**config.mk**
```make
export PLATFORM = sky130hd
export DESIGN_NAME = cpc_core_path_control
export DESIGN_NICKNAME = d
export VERILOG_FILES = /design/src/pkg/cpc_pkg.sv /design/src/hw/cpc_core_path_control.sv
export VERILOG_INCLUDE_DIRS = /design/src /design/src/pkg
export SDC_FILE = /design/constraint.sdc
export NUM_CORES = 1
export LEC_CHECK = 0
export BUFFER_PORTS_ARGS = -buffer_cell sky130_fd_sc_hd__buf_2
export CAP_MARGIN = 20
export CORE_ASPECT_RATIO = 0.5
export CORE_MARGIN = 1
export CORE_UTILIZATION = 35
export DETAILED_ROUTE_END_ITERATION = 16
export GPL_TIMING_DRIVEN = 0
export PLACE_DENSITY = 0.75
export SLEW_MARGIN = 10
export SYNTH_ARGS = -nofsm -noshare
export SYNTH_HDL_FRONTEND = slang
export SYNTH_SLANG_ARGS = --single-unit
```
**constraint.sdc**
```tcl
create_clock -name sys_clk -period 1 [get_ports sys_clk]
set_input_delay 0.05 -clock sys_clk [delete_from_list [all_inputs] [get_ports sys_clk]]
set_output_delay 0.05 -clock sys_clk [all_outputs]
set_load 0.1 [all_outputs]
```
**src/pkg/cpc_defines.svh**
```systemverilog
`ifndef CPC_DEFINES_SVH
`define CPC_DEFINES_SVH

// ----------------------------------------------------------------
// register map
// ----------------------------------------------------------------
`define CPC_ADDR_W 12
`define CPC_CORE_PATH_CONTROL_OFFSET 12'h000
`define CPC_CORE_PATH_CONTROL_RESET 16'h049C

// ----------------------------------------------------------------
// field positions
// ----------------------------------------------------------------
`define CPC_DC_TRIM_FIRST_BIT 15
`define CPC_DC_TRIM_SECOND_BIT 14
`define CPC_PHASE_GAIN_FIRST_BIT 13
`define CPC_PHASE_GAIN_SECOND_BIT 12
`define CPC_INTERP_MSB 11
`define CPC_INTERP_LSB 8
`define CPC_ELASTIC_BUF_BIT 7
`define CPC_RSVD_MSB 6
`define CPC_RSVD_LSB 5
`define CPC_ALARM_DRIVE_BIT 4
`define CPC_ALARM_POL_BIT 3
`define CPC_CLKDIV_SYNC_BIT 2
`define CPC_DROOP_FIRST_BIT 1
`define CPC_DROOP_SECOND_BIT 0

// ----------------------------------------------------------------
// interpolation codes
// ----------------------------------------------------------------
`define CPC_INTERP_X1 4'h0
`define CPC_INTERP_X2 4'h1
`define CPC_INTERP_X4 4'h2
`define CPC_INTERP_X8 4'h4
`define CPC_INTERP_X16 4'h8

`endif

```
**src/pkg/cpc_pkg.sv**
```systemverilog
package cpc_pkg;

  // ----------------------------------------------------------------
  // control word, bit 15 first
  // ----------------------------------------------------------------
  typedef struct packed {
    logic iq_dc_trim_first_pair_enable;
    logic iq_dc_trim_second_pair_enable;
    logic iq_phase_gain_first_pair_enable;
    logic iq_phase_gain_second_pair_enable;
    logic [3:0] interp_code;
    logic elastic_buffer_enable;
    logic [1:0] reserved;
    logic alarm_drive_enable;
    logic alarm_positive_logic;
    logic clkdiv_sync_enable;
    logic droop_comp_first_pair_enable;
    logic droop_comp_second_pair_enable;
  } cpc_ctrl_t;

  // ----------------------------------------------------------------
  // decoded interpolation ratio (log2)
  // ----------------------------------------------------------------
  typedef enum logic [2:0] {
    CPC_RATIO_X1 = 3'b000,
    CPC_RATIO_X2 = 3'b001,
    CPC_RATIO_X4 = 3'b010,
    CPC_RATIO_X8 = 3'b011,
    CPC_RATIO_X16 = 3'b100
  } cpc_ratio_t;

  // ----------------------------------------------------------------
  // alarm pin as two signals
  // ----------------------------------------------------------------
  typedef struct packed {
    logic pin_out;
    logic pin_oe;
  } cpc_alarm_pin_t;

endpackage

```
**src/hw/cpc_core_path_control.sv**
```systemverilog
// Register access over APB is this design's own decision.
`timescale 1ns/1ps
`include "cpc_defines.svh"

module cpc_core_path_control (
  // clock and reset
  input wire logic sys_clk,
  input wire logic nrst,
  // apb slave
  input wire logic psel,
  input wire logic penable,
  input wire logic pwrite,
  input wire logic [`CPC_ADDR_W-1:0] paddr,
  input wire logic [31:0] pwdata,
  input wire logic [3:0] pstrb,
  output logic [31:0] prdata,
  output logic pready,
  output logic pslverr,
  // control to data paths
  output cpc_pkg::cpc_ctrl_t ctrl,
  output cpc_pkg::cpc_ratio_t interp_ratio,
  output logic interp_code_illegal,
  output logic elastic_buffer_bypass,
  // alarm
  input wire logic alarm_event,
  output cpc_pkg::cpc_alarm_pin_t alarm_pin,
  // divided clock sync
  input wire logic sync_source_pulse,
  output logic clkdiv_sync_pulse,
  output logic buffer_out_ptr_sync
);
  import cpc_pkg::*;

  // ----------------------------------------------------------------
  // reset release
  // ----------------------------------------------------------------
  logic rst_meta_reg;
  logic rst_n_reg;

  always_ff @(posedge sys_clk or negedge nrst) begin
    if (!nrst) begin
      rst_meta_reg <= 1'b0;
      rst_n_reg <= 1'b0;
    end else begin
      rst_meta_reg <= 1'b1;
      rst_n_reg <= rst_meta_reg;
    end
  end

  // ----------------------------------------------------------------
  // bus decode
  // ----------------------------------------------------------------
  wire addr_hit = (paddr == `CPC_CORE_PATH_CONTROL_OFFSET);
  wire setup_phase = psel && !penable;
  wire access_phase = psel && penable;
  wire wr_commit = access_phase && pwrite && addr_hit;
  wire [1:0] lane_we = pstrb[1:0];

  assign pready = penable;
  assign pslverr = access_phase && !addr_hit;

  // ----------------------------------------------------------------
  // control register
  // ----------------------------------------------------------------
  cpc_ctrl_t ctrl_reg;
  cpc_ctrl_t ctrl_next;
  logic [31:0] prdata_reg;
  logic [31:0] prdata_next;

  wire [15:0] ctrl_bits = ctrl_reg;
  wire [15:0] merged_bits = {
    lane_we[1] ? pwdata[15:8] : ctrl_bits[15:8],
    lane_we[0] ? pwdata[7:0] : ctrl_bits[7:0]
  };

  assign ctrl_next = wr_commit ? cpc_ctrl_t'(merged_bits) : ctrl_reg;
  // reads sampled at setup, unmapped reads as zero
  assign prdata_next = (setup_phase && !pwrite) ?
                       (addr_hit ? {16'h0000, ctrl_bits} : 32'h0000_0000) : prdata_reg;

  always_ff @(posedge sys_clk or negedge rst_n_reg) begin
    if (!rst_n_reg) begin
      ctrl_reg <= cpc_ctrl_t'(`CPC_CORE_PATH_CONTROL_RESET);
      prdata_reg <= 32'h0000_0000;
    end else begin
      ctrl_reg <= ctrl_next;
      prdata_reg <= prdata_next;
    end
  end

  assign prdata = prdata_reg;
  assign ctrl = ctrl_reg;

  // ----------------------------------------------------------------
  // interpolation decode
  // ----------------------------------------------------------------
  cpc_ratio_t ratio_decoded;
  logic code_bad;

  always_comb begin
    ratio_decoded = CPC_RATIO_X1;
    code_bad = 1'b0;
    case (ctrl_reg.interp_code)
      `CPC_INTERP_X1: ratio_decoded = CPC_RATIO_X1;
      `CPC_INTERP_X2: ratio_decoded = CPC_RATIO_X2;
      `CPC_INTERP_X4: ratio_decoded = CPC_RATIO_X4;
      `CPC_INTERP_X8: ratio_decoded = CPC_RATIO_X8;
      `CPC_INTERP_X16: ratio_decoded = CPC_RATIO_X16;
      default: code_bad = 1'b1;
    endcase
  end

  assign interp_ratio = ratio_decoded;
  assign interp_code_illegal = code_bad;

  assign elastic_buffer_bypass = !ctrl_reg.elastic_buffer_enable;

  // ----------------------------------------------------------------
  // alarm pin
  // ----------------------------------------------------------------
  logic alarm_level_reg;
  logic alarm_level_next;

  assign alarm_level_next = ctrl_reg.alarm_positive_logic ? alarm_event : !alarm_event;

  always_ff @(posedge sys_clk or negedge rst_n_reg) begin
    if (!rst_n_reg) begin
      alarm_level_reg <= 1'b0;
    end else begin
      alarm_level_reg <= alarm_level_next;
    end
  end

  assign alarm_pin.pin_out = alarm_level_reg;
  assign alarm_pin.pin_oe = ctrl_reg.alarm_drive_enable;

  // ----------------------------------------------------------------
  // divided clock sync
  // ----------------------------------------------------------------
  logic sync_reg;
  logic sync_next;

  assign sync_next = sync_source_pulse && ctrl_reg.clkdiv_sync_enable;

  always_ff @(posedge sys_clk or negedge rst_n_reg) begin
    if (!rst_n_reg) begin
      sync_reg <= 1'b0;
    end else begin
      sync_reg <= sync_next;
    end
  end

  assign clkdiv_sync_pulse = sync_reg;
  assign buffer_out_ptr_sync = sync_reg;
endmodule

```
# After elaboration in Yosys (flattened, before gate mapping)
# Cells that the tools add are included.
dict set report word_totals {
  register_bits 52
  input_bits 55
  output_inout_bits 59
  wordCells 42
}
dict set report classes {
  n_eq_ne 4
  muxes 4
  reduce_logical 17
}
# operator n
set op_table {}
lappend op_table {{two-way mux 16 bit} 1}
lappend op_table {{logical NOT 12 bit} 1}
lappend op_table {{one-hot mux 3 bit (4 select lines)} 1}
lappend op_table {{logical AND 1 bit} 7}
lappend op_table {{logical NOT 1 bit} 5}
lappend op_table {{OR reduction 5 bit} 1}
lappend op_table {{equality test 4 x 1 -> 1 bit (second input constant)} 1}
lappend op_table {{equality test 4 x 2 -> 1 bit (second input constant)} 1}
lappend op_table {{equality test 4 x 3 -> 1 bit (second input constant)} 1}
lappend op_table {{equality test 4 bit (second input constant)} 1}
lappend op_table {{logical NOT 4 bit} 1}
lappend op_table {{AND reduction 2 bit} 2}
lappend op_table {{two-way mux 1 bit} 2}

# Logic depth before layout (Yosys ltp)
# Gate-level depths: netlist (run 1).
dict set report logic_depth {
  word_depth 4
  mapped_depth 5
  mapped_depth_nobuf 3
}

# Worst setup path after synthesis (run 1)
# Ideal clock, no wire load.
dict set report synth_timing {
  path_type {register to output}
  startpoint {reg ctrl_reg (netlist bit ctrl[10])}
  endpoint {out interp_ratio[0]}
  arrival_time_ps 3269
  required_time_ps 950
  path_slack_ps -2319
  stages_incl_launch_ff 4
  n_path_buf 1
  cell_sequence {dfstp_2 -> clkbuf_1 -> xnor2_1 -> nor3_1}
}
dict set report synth_between {
  elab_chain_len 2
  elab_cells_between_ends 5
  classes_between {4 x eq/ne; 1 x mux}
}
# element line_no
set synth_lines {}
lappend synth_lines {{start: declaration} cpc_core_path_control.sv:65} ;# cpc_ctrl_t ctrl_reg;
lappend synth_lines {{start signal: assignment} cpc_core_path_control.sv:83} ;# ctrl_reg <= cpc_ctrl_t'(`CPC_CORE_PATH_CONTROL_RESET);
lappend synth_lines {{start signal: assignment} cpc_core_path_control.sv:86} ;# ctrl_reg <= ctrl_next;
lappend synth_lines {{equality test 4 bit (tied with other cells)} cpc_core_path_control.sv:103} ;# case (ctrl_reg.interp_code)
lappend synth_lines {{one-hot mux 3 bit (4 select lines) (*)} cpc_core_path_control.sv:103}
lappend synth_lines {{end: declaration} cpc_core_path_control.sv:21} ;# output cpc_pkg::cpc_ratio_t interp_ratio,
# Mark *: on every way between the ends. The rest lies on a longest branch, timed or not.

# Worst setup path after layout (run 1)
dict set report layout_timing {
  startpoint {reg ctrl_reg (netlist bit ctrl[10])}
  endpoint {out interp_code_illegal}
}
dict set report layout_between {
  elab_chain_len 3
  elab_cells_between_ends 7
  classes_between {4 x eq/ne; 1 x mux; 2 x reduce/logical}
}
# element line_no
set layout_lines {}
lappend layout_lines {{equality test 4 bit (tied with other cells)} cpc_core_path_control.sv:103}
lappend layout_lines {{OR reduction 5 bit (no line) (*)} -}
lappend layout_lines {{two-way mux 1 bit (*)} cpc_core_path_control.sv:103}
lappend layout_lines {{end: declaration} cpc_core_path_control.sv:22} ;# output logic interp_code_illegal,
# Marks and branches as above.

==> flow_metrics.tcl, run 1 <==
set metrics [dict create \
    status "finished with violations" \
    violations "setup timing" \
    cap_violations 0 \
    gp_congestion 0.723 \
    path_buf_inv 2 \
    skew_ns 0.0133 \
    ir_drop_uv 856 \
    worstPathRequired_ns 0.95 \
    dr.pass1.iters 4 \
    ys_seq_area_frac 0.532 \
    clock.fmax_mhz 610 \
    worstPathCellList "clkbuf_16 > maj3_2 > nor2_4 > nor2_4 > buf_12" \
    ctsHtreeMaxLevel 2 \
    period_needed_ns 1.64 \
    core_area_mm2 0.00453 \
    cts_tree "built" \
    cts.path.max_buffers 2 \
    post-route-period-util 1.64 \
    synthDistinctLibCells 26 \
    wl_per_cell_um 15.1 \
    finalPower_uw 3350 \
    diodes 0 \
    dpl.hpwl_um 2960 \
    via_per_inst 4.48 \
    clk_latency_ns 0.28 \
    grt_max_degree 35 \
    largest_reg_flops 16 \
    antenna_found_initial 0 \
    drive_gt1_frac 0.719 \
    hold_path_class "in -> reg" \
    arrival_ns 1.59 \
    ant_nets 0 \
    startpoint "ctrl[10]$_DFFE_PN1P_" \
    drt_iter0_drc 98 \
    crit_type "reg -> out" \
    routed_wl_um 5280 \
    io_pins 114 \
    final_area_mm2 0.00345 \
    cellPowerDensity_mw_per_mm2 970 \
    grt_setup_unrepaired "yes" \
    cp-end-kind "output port" \
    path_clk_slew_ns 0.07 \
    hold_violations 0 \
    final_nets 339 \
    synth-seq-cells 36 \
    remaining_drc_errors 0 \
    grt_overflow_total 0 \
    cts_made_buffers 5 \
    n_fill_cell 264 \
    register_area_um2 982 \
    hp-start "sync_source_pulse" \
    die_w_um 101 \
    first_global_vias 1625 \
    grt_pass1_wl_um 8080 \
    start_util 0.377 \
    cellLeakagePower_uw 0.00159 \
    place_area_mm2 0.00246 \
    num_vias 1572 \
    syn2layout_area_growth_pct 102 \
    report.final.slew_viol_count 0 \
    root_buffer "clkbuf_8" \
    dieArea_mm2 0.00518 \
    numPortBuffers 79 \
    rows 17 \
    critPathMostFrequentCell "nor2_4" \
    path_delay_family "flip-flops" \
    grtUsageTotal 0.215 \
    dieHeight_um 51.4 \
    crit_path_max_incr_delay_ns 0.63 \
    multi_input_area_um2 846 \
    path_max_fanout 5 \
    yosysWarnings 0 \
    fin_ws_ns -0.638 \
    rr_startpoint "ctrl[9]$_DFFE_PN0P_" \
    syn-cell-area_mm2 0.00171 \
    cp-start-kind "flip-flop" \
    synth_area_per_cell_um2 11.4 \
    synthCells 150 \
    setup_violations 40 \
    clkSinkCount 36 \
    slowest_stage "dfstp_4" \
]
[stage by stage]
stage	std cells	util	hold WS [ns]	setup WS [ns]	setup TNS (ns)
after detailed placement	310	0.542	-0.162	-0.665	-12.82
after global routing	351	0.762	-0.00318	-0.700	-7.60
final	351	0.762	0.0101	-0.638	-5.88
after global placement	310	0.542	-0.165	-0.634	-12.02
after CTS	347	0.721	0.0000366	-0.634	-5.49
after floorplan	165	-	-0.246	-0.910	-6.66
[power breakdown]
part           total, µW  switching [µW]  internal (µW)
clock               1250             511            740
sequential          1490            28.2           1460
combinational        609             409            200
total               3350             948           2400
[worst paths after layout]
| path | to | slack, ns | depth (start not counted) |
|---|---|---|---|
| setup / recovery | interp_code_illegal | -0.64 | 5 |
| hold / removal | buffer_out_ptr_sync$_DFF_PN0_ | 0.01 | 2 |
| setup reg to reg | ctrl[9]$_DFFE_PN0P_ | -0.16 | 3 |
| hold reg to reg | prdata[3]$_DFFE_PN0P_ | 0.27 | 0 |
| max in group asynchronous | buffer_out_ptr_sync$_DFF_PN0_ | 0.38 | 0 |
| min in group asynchronous | rst_n_reg$_DFF_PN0_ | 0.11 | 2 |
[layout by cell type (no fill, tap or decap), types with 4 or more instances in the layout]
cell / Yosys / final
dfrtp_4: 0 / 9
dlygate4sd3_1: 0 / 15
nand2_1: 31 / 27
buf_6: 2 / 38
clkbuf_8: 0 / 5
mux2_4: 0 / 11
buf_2: 2 / 33
o21ai_2: 1 / 5
buf_4: 20 / 29
mux2_2: 16 / 5
dfstp_4: 0 / 5
o21ai_0: 5 / 4
dfrtp_2: 0 / 18
buf_12: 0 / 22
dfrtp_1: 31 / 4
o21ai_1: 9 / 6
conb_1: 2 / 17
[cell usage after synthesis, drive strengths merged]
master	instances	area share
and3	1	0.0037
maj3	1	0.0059
inv	1	0.0022
and4	3	0.015
nor4	3	0.037
nand2	31	0.068
nor3b	1	0.0073
or3b	1	0.0051
dfstp	5	0.077
o21ai	15	0.046
and2	2	0.0073
conb	2	0.0044
nand3	1	0.0029
dfrtp	31	0.45
nor2	2	0.0044
buf	24	0.11
clkbuf	2	0.0044
mux2	16	0.11
nand4	1	0.012
o31ai	1	0.0044
xnor2	3	0.015
nor3	3	0.0088
[per-layer routing]
layer  GRT usage  share of wire
met1       0.225           0.37
met3      0.0575          0.041
met5           0              0
met4      0.0894          0.020
met2       0.416           0.57
[cells by family after synthesis]
group,Yosys count,synth area share
xor+xnor,3,0.0154
other cells,2,0.00440
mux,16,0.106
flops,36,0.532
buf+inv,27,0.114
fa+ha+maj,1,0.00587
compound gates,16,0.0506
simple gates,49,0.173
[what timing repair did]
action / CTS / global route
gates resized for setup: 124 / 34
gates cloned: 0 / 0
hold buffers: 11 / 4
setup endpoints to repair: 63 / 69
buffers inserted: 18 / 1
pin swaps: 9 / 9
endpoints found under the hold margin: 12 / 4
[layout make-up]
type                            count  area share
Timing Repair Buffer              113       0.345
Buffer                             25      0.0678
Inverter                            1     0.00217
Tap cell                           66      0.0239
Clock buffer                        6      0.0210
Multi-Input combinational cell    102       0.245
Sequential cell                    36       0.285
Clock inverter                      2      0.0101
(Power assumes the default switching activity.)
==> run 2, diff against run 1 <==
--- a/config.mk
+++ b/config.mk
@@ -13,7 +13,7 @@
 export CORE_UTILIZATION = 35
 export DETAILED_ROUTE_END_ITERATION = 16
 export GPL_TIMING_DRIVEN = 0
-export PLACE_DENSITY = 0.75
+export PLACE_DENSITY = 0.72
 export SLEW_MARGIN = 10
 export SYNTH_ARGS = -nofsm -noshare
 export SYNTH_HDL_FRONTEND = slang
==> constraint.sdc (replaced) <==
create_clock -name sys_clk -period 2.1 [get_ports sys_clk]
set_input_delay 0.105 -clock sys_clk [delete_from_list [all_inputs] [get_ports sys_clk]]
set_output_delay 0.105 -clock sys_clk [all_outputs]
set_load 0.1 [all_outputs]
==> run 2 against run 1 <==
Effect of this change:
- the run now ends clean
- routed wire length fell by 28%
- register-to-register slack improved by 1.1 ns
- critical path type unchanged
- clock skew fell by 0.0058 ns
- largest cell class is now registers
==> flow_metrics.tcl, run 2 (synthesis gave the netlist of run 1 again) <==
set metrics [dict create \
    wl_per_cell_um 11.9 \
    final_nets 308 \
    final_area_mm2 0.00240 \
    cts_made_buffers 5 \
    holdWs_ns 0.0428 \
    core_area_mm2 0.00453 \
    gp_congestion 0.745 \
    arrival_ns 1.85 \
    setup_violations 0 \
    start_util 0.377 \
    dr.pass1.iters 4 \
    status "completed" \
    grtUsageTotal 0.149 \
    die_w_um 101 \
    diodes 0 \
    num_vias 1368 \
    r2r_slack_ns 0.96 \
    cp-start-kind "flip-flop" \
    path_max_fanout 6 \
    fin_util 0.531 \
    drt_iter0_drc 28 \
    whs_endpoint "buffer_out_ptr_sync$_DFF_PN0_" \
    root_buffer "clkbuf_8" \
    slowest_stage "dfstp_4" \
    remaining_drc_errors 0 \
    hold_depth 2 \
    ff2ff_path_depth 3 \
    path_clk_slew_ns 0.07 \
    worstMarginPinSlew_ns 0.736 \
    antenna_found_initial 0 \
    ctsHtreeMaxLevel 2 \
    final_cell_mix "buf_2, nand2_1, dfrtp_1" \
    ir_drop_uv 275 \
    grt_max_degree 35 \
    finalPower_uw 1490 \
    worstPathRequired_ns 2.00 \
    routed_wl_um 3790 \
    drive_gt1_frac 0.563 \
    slew_headroom 0.510 \
    clkSinkCount 36 \
    place_area_mm2 0.00228 \
    r2r-end "prdata[10]$_DFFE_PN0P_" \
    post_cts_buffers 0 \
    first_global_vias 1250 \
    cp-end-kind "output port" \
    cts.path.max_buffers 2 \
    skew_ns 0.00743 \
    report.final.slew_viol_count 0 \
    via_per_inst 4.28 \
    dpl.hpwl_um 2880 \
    dieArea_mm2 0.00518 \
    cts_tree "built" \
    largest_reg_flops 16 \
    numPortBuffers 79 \
    crit_type "reg -> out" \
    rr_startpoint "ctrl[10]$_DFFE_PN1P_" \
    clock.fmax_mhz 511 \
    worstPathCellList "clkbuf_1 > xnor2_1 > nor3_4 > buf_2" \
    hold_path_class "in -> reg" \
    hp-start "sync_source_pulse" \
    dieHeight_um 51.4 \
    io_pins 114 \
    grt_overflow_total 0 \
    syn2layout_area_growth_pct 40.9 \
    fin_ws_ns 0.143 \
    place_worst_setup_slack_ns 0.362 \
    grt_setup_unrepaired "no" \
    layout_commonest_cell "buf_2" \
    cellPowerDensity_mw_per_mm2 618 \
    rows 17 \
    crit_path_max_incr_delay_ns 0.61 \
    hold_violations 0 \
    post-route-period-util 0.932 \
    ant_nets 0 \
    cap_violations 0 \
    period_needed_ns 1.96 \
    grt_pass1_wl_um 5780 \
    cellLeakagePower_uw 0.00127 \
    clk_latency_ns 0.28 \
]
[run 2: changes by cell type in the layout (fill, tap and decap cells not counted), moves of 9 or more]
cell           before  now
mux2_4             11    0
dfrtp_2            18    2
buf_6              38    2
buf_2              33   78
dfrtp_4             9    0
buf_4              29   20
mux2_2              5   16
buf_12             22    0
dlygate4sd3_1      15    2
dfrtp_1             4   29
[run 2: where the power goes]
part | internal, µW | switching [µW]
clock | 299 | 234
sequential | 697 | 12.9
combinational | 58.6 | 185
total | 1050 | 432
[run 2: cell type report]
cell class | count | area, µm²
multi-input cells | 102 | 692
plain buffers | 26 | 190
well taps | 66 | 82.6
repair buffers | 81 | 423
fillers | 428 | 2130
inverters | 1 | 3.75
clock buffers | 8 | 100
flip-flops and latches | 36 | 913
[run 2: how the worst max path moves through the flow]
stage / startpoint / to / slack [ns] / cells past startpoint
after floorplan: ctrl[8]$_DFFE_PN0P_ / interp_ratio[2] / -0.08 / 2
after global placement: ctrl[10]$_DFFE_PN1P_ / interp_code_illegal / 0.39 / 5
after detailed placement: ctrl[10]$_DFFE_PN1P_ / interp_code_illegal / 0.36 / 5
after CTS: ctrl[10]$_DFFE_PN1P_ / interp_code_illegal / 0.05 / 5
after global routing: ctrl[10]$_DFFE_PN1P_ / interp_ratio[0] / 0.02 / 4
final: ctrl[10]$_DFFE_PN1P_ / interp_ratio[0] / 0.14 / 4
[run 2: layer usage]
layer / vias up / track usage / routed length (µm) / share of wire
met3: 4 / 0.0383 / 181 / 0.048
met4: 0 / 0.0507 / 35 / 0.0092
met2: 39 / 0.275 / 2080 / 0.55
met1: 654 / 0.170 / 1500 / 0.39
li1: 671 / - / - / -
met5: - / 0 / 0 / 0
[run 2: repair_timing]
action                                 in CTS  in global routing
hold buffers                                2                  0
endpoints found under the hold margin       3                  0
resized for setup                           0                  3
setup endpoints to repair                   0                  3
[run 2: worst max-delay path: cells and delay by family, from the launching register on]
kind | cells | cell delay [ns]
buf+inv | 2 | 0.70
flops | 1 | 0.61
xor+xnor | 1 | 0.16
simple gates | 1 | 0.11
[run 2: metrics by stage]
step	setup TNS, ns	instances
2_1_floorplan	-0.122	165
3_3_place_gp	0	310
3_5_place_dp	0	310
4_1_cts	0	320
5_1_grt	0	320
6_report	0	320
